### src/hdl/core_sfr_defines.svh
`ifndef CORE_SFR_DEFINES_SVH
`define CORE_SFR_DEFINES_SVH
// special function register addresses
`define ADDR_BANK 8'h04
`define ADDR_WORK 8'h05
`define ADDR_PCL 8'h06
`define ADDR_TABLE_PTR_LOW 8'h07
`define ADDR_TABLE_READ_HIGH_BYTE 8'h08
`define ADDR_TABLE_PTR_HIGH 8'h09
`define ADDR_FLAGS 8'h0A
// flag register bit positions
`define FLAG_C 0
`define FLAG_AC 1
`define FLAG_Z 2
`define FLAG_OV 3
`define FLAG_PDF 4
`define FLAG_TO 5
// bank register field and reset values
`define BANK_BIT 0
`define BANK_RESET 1'b0
`define BANK_DIRECT 1'b0
`define BYTE_RESET 8'h00
`define FLAG_RESET 1'b0
`define PC_RESET 1'b0
`endif

### src/hdl/core_sfr_pkg.sv
package core_sfr_pkg;
   typedef enum logic [4:0] {
      OP_NOP, OP_ADD, OP_ADC, OP_SUB, OP_SBC, OP_AND, OP_OR, OP_XOR,
      OP_RLC, OP_RRC, OP_INC, OP_DEC, OP_LOAD, OP_STORE, OP_TABRD,
      OP_CLRWDT, OP_HALT, OP_CALL
   } alu_op_e;
   typedef struct packed {
      logic valid;
      alu_op_e op;
      logic [7:0] addr;
      logic [7:0] operand;
   } cpu_op_s;
   typedef struct packed {
      logic wr;
      logic bank;
      logic [7:0] addr;
      logic [7:0] data;
   } mem_wr_s;
   typedef struct packed {
      logic c;
      logic ac;
      logic z;
      logic ov;
   } arith_flags_s;
   typedef struct packed {
      logic bank;
      logic [7:0] work;
      logic [7:0] table_ptr_low;
      logic [7:0] table_ptr_high;
      logic [7:0] table_read_high_byte;
      logic to;
      logic power_down_flag;
      arith_flags_s fl;
      logic rd_valid;
      logic [7:0] rd_data;
      mem_wr_s mem;
   } core_state_s;
endpackage : core_sfr_pkg

### src/hdl/core_alu.sv
`timescale 1ns/1ps
`default_nettype none
module core_alu (
   // operation
   input wire core_sfr_pkg::alu_op_e op,
   input wire logic [7:0] a,
   input wire logic [7:0] b,
   input wire logic cin,
   // result
   output logic [7:0] res,
   output core_sfr_pkg::arith_flags_s fl,
   output core_sfr_pkg::arith_flags_s upd
);
   logic [8:0] sum;
   logic [4:0] low;
   logic [7:0] low7;
   logic [7:0] bb;
   logic ci;
   logic is_sub;
   always_comb
   begin
      is_sub = (op == core_sfr_pkg::OP_SUB) || (op == core_sfr_pkg::OP_SBC);
      bb = is_sub ? ~b : b;
      // subtraction is a + ~b + 1, so carry out means no borrow
      ci = (op == core_sfr_pkg::OP_SUB) ? 1'b1 :
           (op == core_sfr_pkg::OP_ADD) ? 1'b0 : cin;
      sum = {1'b0, a} + {1'b0, bb} + {8'h00, ci};
      low = {1'b0, a[3:0]} + {1'b0, bb[3:0]} + {4'h0, ci};
      low7 = {1'b0, a[6:0]} + {1'b0, bb[6:0]} + {7'h00, ci};
      res = 8'h00;
      fl = '0;
      upd = '0;
      case (op)
         core_sfr_pkg::OP_ADD, core_sfr_pkg::OP_ADC,
         core_sfr_pkg::OP_SUB, core_sfr_pkg::OP_SBC:
         begin
            res = sum[7:0];
            fl.c = sum[8];
            fl.ac = low[4];
            fl.ov = low7[7] ^ sum[8];
            upd = '1;
         end
         core_sfr_pkg::OP_AND, core_sfr_pkg::OP_OR, core_sfr_pkg::OP_XOR:
         begin
            res = (op == core_sfr_pkg::OP_AND) ? (a & b) :
                  (op == core_sfr_pkg::OP_OR) ? (a | b) : (a ^ b);
            upd.z = 1'b1;
         end
         core_sfr_pkg::OP_INC, core_sfr_pkg::OP_DEC:
         begin
            res = (op == core_sfr_pkg::OP_INC) ? b + 8'h01 : b - 8'h01;
            upd.z = 1'b1;
         end
         core_sfr_pkg::OP_RLC:
         begin
            res = {b[6:0], cin};
            fl.c = b[7];
            upd.c = 1'b1;
         end
         core_sfr_pkg::OP_RRC:
         begin
            res = {cin, b[7:1]};
            fl.c = b[0];
            upd.c = 1'b1;
         end
         default:
         begin
            res = 8'h00;
         end
      endcase
      fl.z = (res == 8'h00);
   end
endmodule : core_alu
`default_nettype wire

### src/hdl/pc_page.sv
`timescale 1ns/1ps
`default_nettype none
`include "core_sfr_defines.svh"
module pc_page #(
   parameter int PC_W = 11
) (
   // clock and reset
   input wire logic core_clk,
   input wire logic resetn,
   // control
   input wire logic step,
   input wire logic load,
   input wire logic [7:0] low,
   // state
   output logic [PC_W-1:0] pc,
   output logic dummy
);
   typedef struct packed {
      logic [PC_W-1:0] pc;
      logic dummy;
   } pc_state_s;
   pc_state_s st;
   pc_state_s next_st;
   generate
      if (PC_W < 9 || PC_W > 16)
      begin : g_bad_width
         $error("pc_page: PC_W must be 9 to 16");
      end
   endgenerate
   always_comb
   begin
      next_st = st;
      next_st.dummy = 1'b0;
      if (load)
      begin
         // only the low byte moves, so the jump stays in this page
         next_st.pc = {st.pc[PC_W-1:8], low};
         next_st.dummy = 1'b1;
      end
      else if (step)
      begin
         next_st.pc = st.pc + {{(PC_W-1){1'b0}}, 1'b1};
      end
   end
   always_ff @(posedge core_clk)
   begin
      if (!resetn)
      begin
         st <= '{pc: {PC_W{`PC_RESET}}, dummy: 1'b0};
      end
      else
      begin
         st <= next_st;
      end
   end
   assign pc = st.pc;
   assign dummy = st.dummy;
endmodule : pc_page
`default_nettype wire

### src/hdl/cpu_core_special_registers.sv
`timescale 1ns/1ps
`default_nettype none
`include "core_sfr_defines.svh"
module cpu_core_special_registers #(
   parameter int PC_W = 11,
   parameter int PROG_W = 16
) (
   // clock and reset
   input wire logic core_clk,
   input wire logic resetn,
   // instruction issue
   input wire core_sfr_pkg::cpu_op_s op_in,
   output logic op_ready,
   // register reads
   input wire logic rd_en,
   input wire logic [7:0] rd_addr,
   output logic rd_valid,
   output logic [7:0] rd_data,
   // data memory writes
   output core_sfr_pkg::mem_wr_s mem_wr,
   output logic bank_select_bit,
   // program memory
   output logic [PC_W-1:0] pc,
   output logic [15:0] table_addr,
   input wire logic [PROG_W-1:0] prog_word,
   // watchdog events
   input wire logic wdt_timeout,
   input wire logic wdt_reset
);
   core_sfr_pkg::core_state_s st;
   core_sfr_pkg::core_state_s next_st;
   logic [7:0] alu_res;
   core_sfr_pkg::arith_flags_s alu_fl;
   core_sfr_pkg::arith_flags_s alu_upd;
   logic dummy;
   logic accept;
   logic wr_en;
   logic [7:0] wr_data;
   logic pcl_load;
   generate
      if (PROG_W < 9 || PROG_W > 16)
      begin : g_bad_prog
         $error("PROG_W must be 9 to 16");
      end
   endgenerate
   core_alu u_alu (
      .op(op_in.op),
      .a(st.work),
      .b(op_in.operand),
      .cin(st.fl.c),
      .res(alu_res),
      .fl(alu_fl),
      .upd(alu_upd)
   );
   // the dummy cycle refuses any new instruction
   assign op_ready = !dummy;
   assign accept = op_in.valid && op_ready;
   // destination writes: only single-source ops may target an address
   always_comb
   begin
      wr_en = 1'b0;
      wr_data = 8'h00;
      if (accept)
      begin
         case (op_in.op)
            core_sfr_pkg::OP_STORE:
            begin
               wr_en = 1'b1;
               wr_data = st.work;
            end
            core_sfr_pkg::OP_INC, core_sfr_pkg::OP_DEC:
            begin
               wr_en = 1'b1;
               wr_data = alu_res;
            end
            core_sfr_pkg::OP_TABRD:
            begin
               wr_en = 1'b1;
               wr_data = prog_word[7:0];
            end
            default:
            begin
               wr_en = 1'b0;
            end
         endcase
      end
   end
   assign pcl_load = wr_en && op_in.addr == `ADDR_PCL;
   pc_page #(
      .PC_W(PC_W)
   ) u_pc (
      .core_clk(core_clk),
      .resetn(resetn),
      .step(accept && !pcl_load),
      .load(pcl_load),
      .low(wr_data),
      .pc(pc),
      .dummy(dummy)
   );
   always_comb
   begin
      next_st = st;
      next_st.rd_valid = 1'b0;
      next_st.mem.wr = 1'b0;
      if (accept)
      begin
         case (op_in.op)
            core_sfr_pkg::OP_ADD, core_sfr_pkg::OP_ADC, core_sfr_pkg::OP_SUB,
            core_sfr_pkg::OP_SBC, core_sfr_pkg::OP_AND, core_sfr_pkg::OP_OR,
            core_sfr_pkg::OP_XOR, core_sfr_pkg::OP_RLC, core_sfr_pkg::OP_RRC:
            begin
               next_st.work = alu_res;
            end
            core_sfr_pkg::OP_LOAD:
            begin
               next_st.work = op_in.operand;
            end
            core_sfr_pkg::OP_TABRD:
            begin
               next_st.table_read_high_byte = 8'(prog_word[PROG_W-1:8]);
            end
            core_sfr_pkg::OP_CLRWDT:
            begin
               next_st.to = 1'b0;
               next_st.power_down_flag = 1'b0;
            end
            core_sfr_pkg::OP_HALT:
            begin
               next_st.to = 1'b0;
               next_st.power_down_flag = 1'b1;
            end
            default:
            begin
               // calls leave the flags alone
               next_st.work = st.work;
            end
         endcase
         // flags change in the same cycle as their result
         if (alu_upd.c)
            next_st.fl.c = alu_fl.c;
         if (alu_upd.ac)
            next_st.fl.ac = alu_fl.ac;
         if (alu_upd.z)
            next_st.fl.z = alu_fl.z;
         if (alu_upd.ov)
            next_st.fl.ov = alu_fl.ov;
      end
      // an explicit write to a flag bit beats the computed flag
      if (wr_en)
      begin
         case (op_in.addr)
            `ADDR_BANK: next_st.bank = wr_data[`BANK_BIT];
            `ADDR_WORK: next_st.work = wr_data;
            `ADDR_PCL: next_st.mem.wr = 1'b0;
            `ADDR_TABLE_PTR_LOW: next_st.table_ptr_low = wr_data;
            `ADDR_TABLE_PTR_HIGH: next_st.table_ptr_high = wr_data;
            `ADDR_TABLE_READ_HIGH_BYTE: next_st.table_read_high_byte = st.table_read_high_byte;
            `ADDR_FLAGS:
            begin
               // timeout and power-down bits are not writable
               next_st.fl.c = wr_data[`FLAG_C];
               next_st.fl.ac = wr_data[`FLAG_AC];
               next_st.fl.z = wr_data[`FLAG_Z];
               next_st.fl.ov = wr_data[`FLAG_OV];
            end
            default:
            begin
               next_st.mem.wr = 1'b1;
               next_st.mem.bank = `BANK_DIRECT;
               next_st.mem.addr = op_in.addr;
               next_st.mem.data = wr_data;
            end
         endcase
      end
      // a timeout in the cycle of a clear still sets the flag
      if (wdt_timeout)
         next_st.to = 1'b1;
      if (wdt_reset && !st.power_down_flag)
         next_st.bank = `BANK_RESET;
      if (rd_en)
      begin
         next_st.rd_valid = 1'b1;
         case (rd_addr)
            `ADDR_BANK: next_st.rd_data = {7'h00, st.bank};
            `ADDR_WORK: next_st.rd_data = st.work;
            `ADDR_PCL: next_st.rd_data = pc[7:0];
            `ADDR_TABLE_PTR_LOW: next_st.rd_data = st.table_ptr_low;
            `ADDR_TABLE_READ_HIGH_BYTE: next_st.rd_data = st.table_read_high_byte;
            `ADDR_TABLE_PTR_HIGH: next_st.rd_data = st.table_ptr_high;
            `ADDR_FLAGS: next_st.rd_data = {2'b00, st.to, st.power_down_flag, st.fl.ov, st.fl.z, st.fl.ac, st.fl.c};
            default: next_st.rd_data = 8'h00;
         endcase
      end
   end
   always_ff @(posedge core_clk)
   begin
      if (!resetn)
      begin
         st <= '0;
         st.bank <= `BANK_RESET;
         st.to <= `FLAG_RESET;
         st.power_down_flag <= `FLAG_RESET;
      end
      else
      begin
         st <= next_st;
      end
   end
   assign rd_valid = st.rd_valid;
   assign rd_data = st.rd_data;
   assign mem_wr = st.mem;
   assign bank_select_bit = st.bank;
   assign table_addr = {st.table_ptr_high, st.table_ptr_low};
endmodule : cpu_core_special_registers
`default_nettype wire

### config.mk
export PLATFORM = sky130hd
export DESIGN_NAME = cpu_core_special_registers
export DESIGN_NICKNAME = d
export VERILOG_FILES = /design/src/hdl/core_sfr_pkg.sv /design/src/hdl/core_alu.sv /design/src/hdl/pc_page.sv /design/src/hdl/cpu_core_special_registers.sv
export VERILOG_INCLUDE_DIRS = /design/src /design/src/hdl
export SDC_FILE = /design/constraint.sdc
export NUM_CORES = 1
export LEC_CHECK = 0
export BUFFER_PORTS_ARGS = -buffer_cell sky130_fd_sc_hd__buf_2
export CAP_MARGIN = 20
export CORE_MARGIN = 5
export CORE_UTILIZATION = 60
export DETAILED_ROUTE_END_ITERATION = 10
export MAX_ROUTING_LAYER = met4
export PLACE_DENSITY = 0.86
export SLEW_MARGIN = 20
export SYNTH_ARGS = -nofsm -noshare
export SYNTH_HDL_FRONTEND = slang
export SYNTH_SLANG_ARGS = --single-unit
export TNS_END_PERCENT = 20
### constraint.sdc
create_clock -name core_clk -period 11.52 [get_ports core_clk]
set_input_delay 2.304 -clock core_clk [delete_from_list [all_inputs] [get_ports core_clk]]
set_output_delay 2.304 -clock core_clk [all_outputs]
set_load 0.1 [all_outputs]
==> qor.yml <==
run_status:
  status: "finished, final reports clean"
detailed_routing:
  drc: 0
  postRouteAntennaNets: 0
  vias_per_cell: 6.51
  vias: 5595
  drt_wl_total_um: 17300
  drtIter0Drc: 735
  wl_per_cell_um: 20.1
  drtPass1Iterations: 6
placement:
  numPortBuffers: 105
  place_hpwl_um: 13000
  gp_congestion: 0.991
  dp_slack_ns: 5.00
sta:
  setup_viol: 0
  relSlewSlack_pct: 21.9
  hold_violations: 0
  fmax_ghz: 0.160
  fin_tns_setup_ns: 0
  grt_setup_unrepaired: "no"
  worst_slew_pin_slew_ns: 1.16
  post-route-period-util_pct: 54.4
  fin_ws_ns: 5.26
  post-route-min-period_ns: 6.26
  skew_ns: 0.0112
  hold-worst-slack_ns: 0.476
  drv_slew: 0
min_path:
  hold_path_depth: 2
  hold_path_class: "flop to flop"
  hold_start: "rd_data[5]"
power:
  leakage_nw: 2.62
  pwr_density_cell_nw_per_um2: 102
  irDropWorstVdd_uv: 98.2
floorplanning:
  chipHeight_um: 107
  start_util_pct: 61.2
  die_w_um: 107
  core_area_um2: 9150
  die_area_um2: 11400
  num_rows: 35
  ios: 107
grt:
  grt_max_degree: 57
  track_usage_pct: 31.0
  grt_pass1_wl_um: 27500
  antenna_found_initial: 0
  overflow: 0
  grt_pass1_vias: 5350
worst_setup_path:
  end_kind: "flop"
  path_max_fanout: 48
  startpoint_type: "input pin"
  worstSetupPathType: "input pin to flop"
  cp-startpoint: "op_in[16]"
  cp.required_ns: 11.78
  cp.arrival_ns: 6.52
  timing.rr.start: "st[30]"
  ff2ff_path_depth: 11
clock_network:
  numCtsBuffers: 9
  clk_latency_ns: 0.35
  cts_buffer_depth: 2
  clockRootBuffer: "clkbuf_8"
  path_clk_slew_ns: 0.08
  post_cts_buffers: 0
  cts_resized: 0
  htreeDepth: 3
  cts_sinks: 77
  cts_tree: "done"
  hold_buffers: 0
logic_synthesis:
  netlist_area_um2: 5600
  ys.flop_type: "dfxtp_1"
  ys_ff_latch: 77
  synth_edf_count: 0
  yosysUniqueCellTypes: 72
  yosys_warnings: 0
  synth-compound-area-share_pct: 22.5
  ys_async_sr_fraction_pct: 0
  synth_xor_area_share_pct: 2.97
  avgSynthCellArea_um2: 8.01
  muxShareOfSynthArea_pct: 7.37
  synthAdderAreaFrac_pct: 7.77
  yosysSeqAreaShare_pct: 27.5
  postSynthCellCount: 699
  syn-num-nets: 783
  synthSimpleGateAreaFrac_pct: 21.6
  synth_top_family_by_area: "compound AO/OA/AOI/OAI gates"
layout:
  layout_common_cells: "buf_2 (105), nor2_1 (92), dfxtp_1 (77), nand2_1 (45), a21oi_1 (33)"
  diodes: 0
  nets: 828
  fill_cells: 786
  drive_above_1_share_pct: 20.3
  syn_to_final_growth_pct: 8.76
  multiInputGateArea_um2: 3500
  regArea_um2: 1540
  layout_commonest_cell: "buf_2"
  final_util_pct: 66.5
job:
  max_cap_viol_count: 0
registers in the layout, indices dropped and copies added (netlist names):
signal           count
st                  22
rd_valid             1
mem_wr              17
u_pc.dummy           1
bank_select_bit      1
table_addr          16
rd_data              8
u_pc.pc             11
critical path, stage by stage:
cell and delay (ns):
buf_2 0.61, nor3b_1 0.13, o21ai_1 0.74, xnor2_1 0.19
fa_1 0.48, fa_1 0.43, nand3_1 0.11, a21oi_1 0.10
or3_1 0.36, a31oi_1 0.19, nand3_1 0.14, or3b_2 0.49
o31ai_1 0.22
power breakdown:
part	internal (W)	switching [W]	total, W	leakage (nW)
logic	0.0000406	0.0000821	0.000123	1.89
registers	0.000270	0.00000621	0.000276	0.622
clock network	0.000127	0.0000962	0.000223	0.105
synth_stat cells, types with 4 or more instances:
cell      number  share of area, %
a211oi_1      32               4.3
a21o_1         4              0.54
a21oi_1       33               2.9
a221oi_1      11               1.7
a22o_1         8               1.3
a22oi_1        8               1.1
a31oi_1       12               1.3
and2_1         7              0.78
and3_1         8              0.89
buf_1          5              0.34
buf_2          6              0.54
buf_4         42               5.6
clkbuf_1      27               1.8
dfxtp_1       77                28
ha_1          30               6.7
inv_1         23               1.5
mux2_2        10               2.0
mux2i_1       30               5.4
nand2_1       45               3.0
nand2b_1       9               1.0
nand3_1       12               1.1
nand3b_1       7              0.94
nor2_1        93               6.2
nor2b_1       11               1.2
nor3_1        14               1.3
nor3b_1        4              0.54
nor4_1         4              0.45
o211ai_1       4              0.54
o21a_1         5              0.67
o21ai_0       27               2.4
o22ai_1        7              0.78
or3_1          5              0.56
xnor2_1       10               1.6
xor2_1         9               1.4
layout make-up:
type	instances	share of cell area [%]
Clock buffer	11	2.32
Timing Repair Buffer	115	9.86
Multi-Input combinational cell	515	57.4
Sequential cell	77	25.3
Inverter	26	1.60
Tap cell	111	2.28
Clock inverter	4	1.19
metal layers:
metal  routed length [µm]  global-route usage [%]  vias up  part of all wire [%]
met3                 1830                    6.74       62                    11
met5                    0                       -        -                     0
met1                 7070                    40.7     2605                    41
met4                  520                    9.32        0                   3.0
li1                     -                       -     2571                     -
met2                 7850                    48.4      357                    45
path summary, 6_finish.rpt:
check                                  end  slack, ns
worst max register to register      st[28]       8.28
worst min-delay path            rd_data[5]       0.48
worst max-delay path                st[28]       5.26
worst min register to register  rd_data[5]       0.48
metrics by stage:
stage | power, W | cell area (µm²) | std cells
CTS | 0.000618 | 6090 | 859
global route | 0.000646 | 6090 | 859
floorplan | 0.000368 | 5600 | 699
global placement | 0.000399 | 5870 | 844
detailed placement | 0.000402 | 5870 | 844
finish | 0.000622 | 6090 | 859
kinds of logic after synthesis:
logic type               after synthesis
XOR/XNOR                              19
buffers and inverters                107
adder cells (fa/ha/maj)               33
AND/OR/NAND/NOR                      242
flip-flops                            77
multiplexers                          40
other                                  1
AO/OA/AOI/OAI                        180
Note: power is estimated with default switching activity, not from simulation.
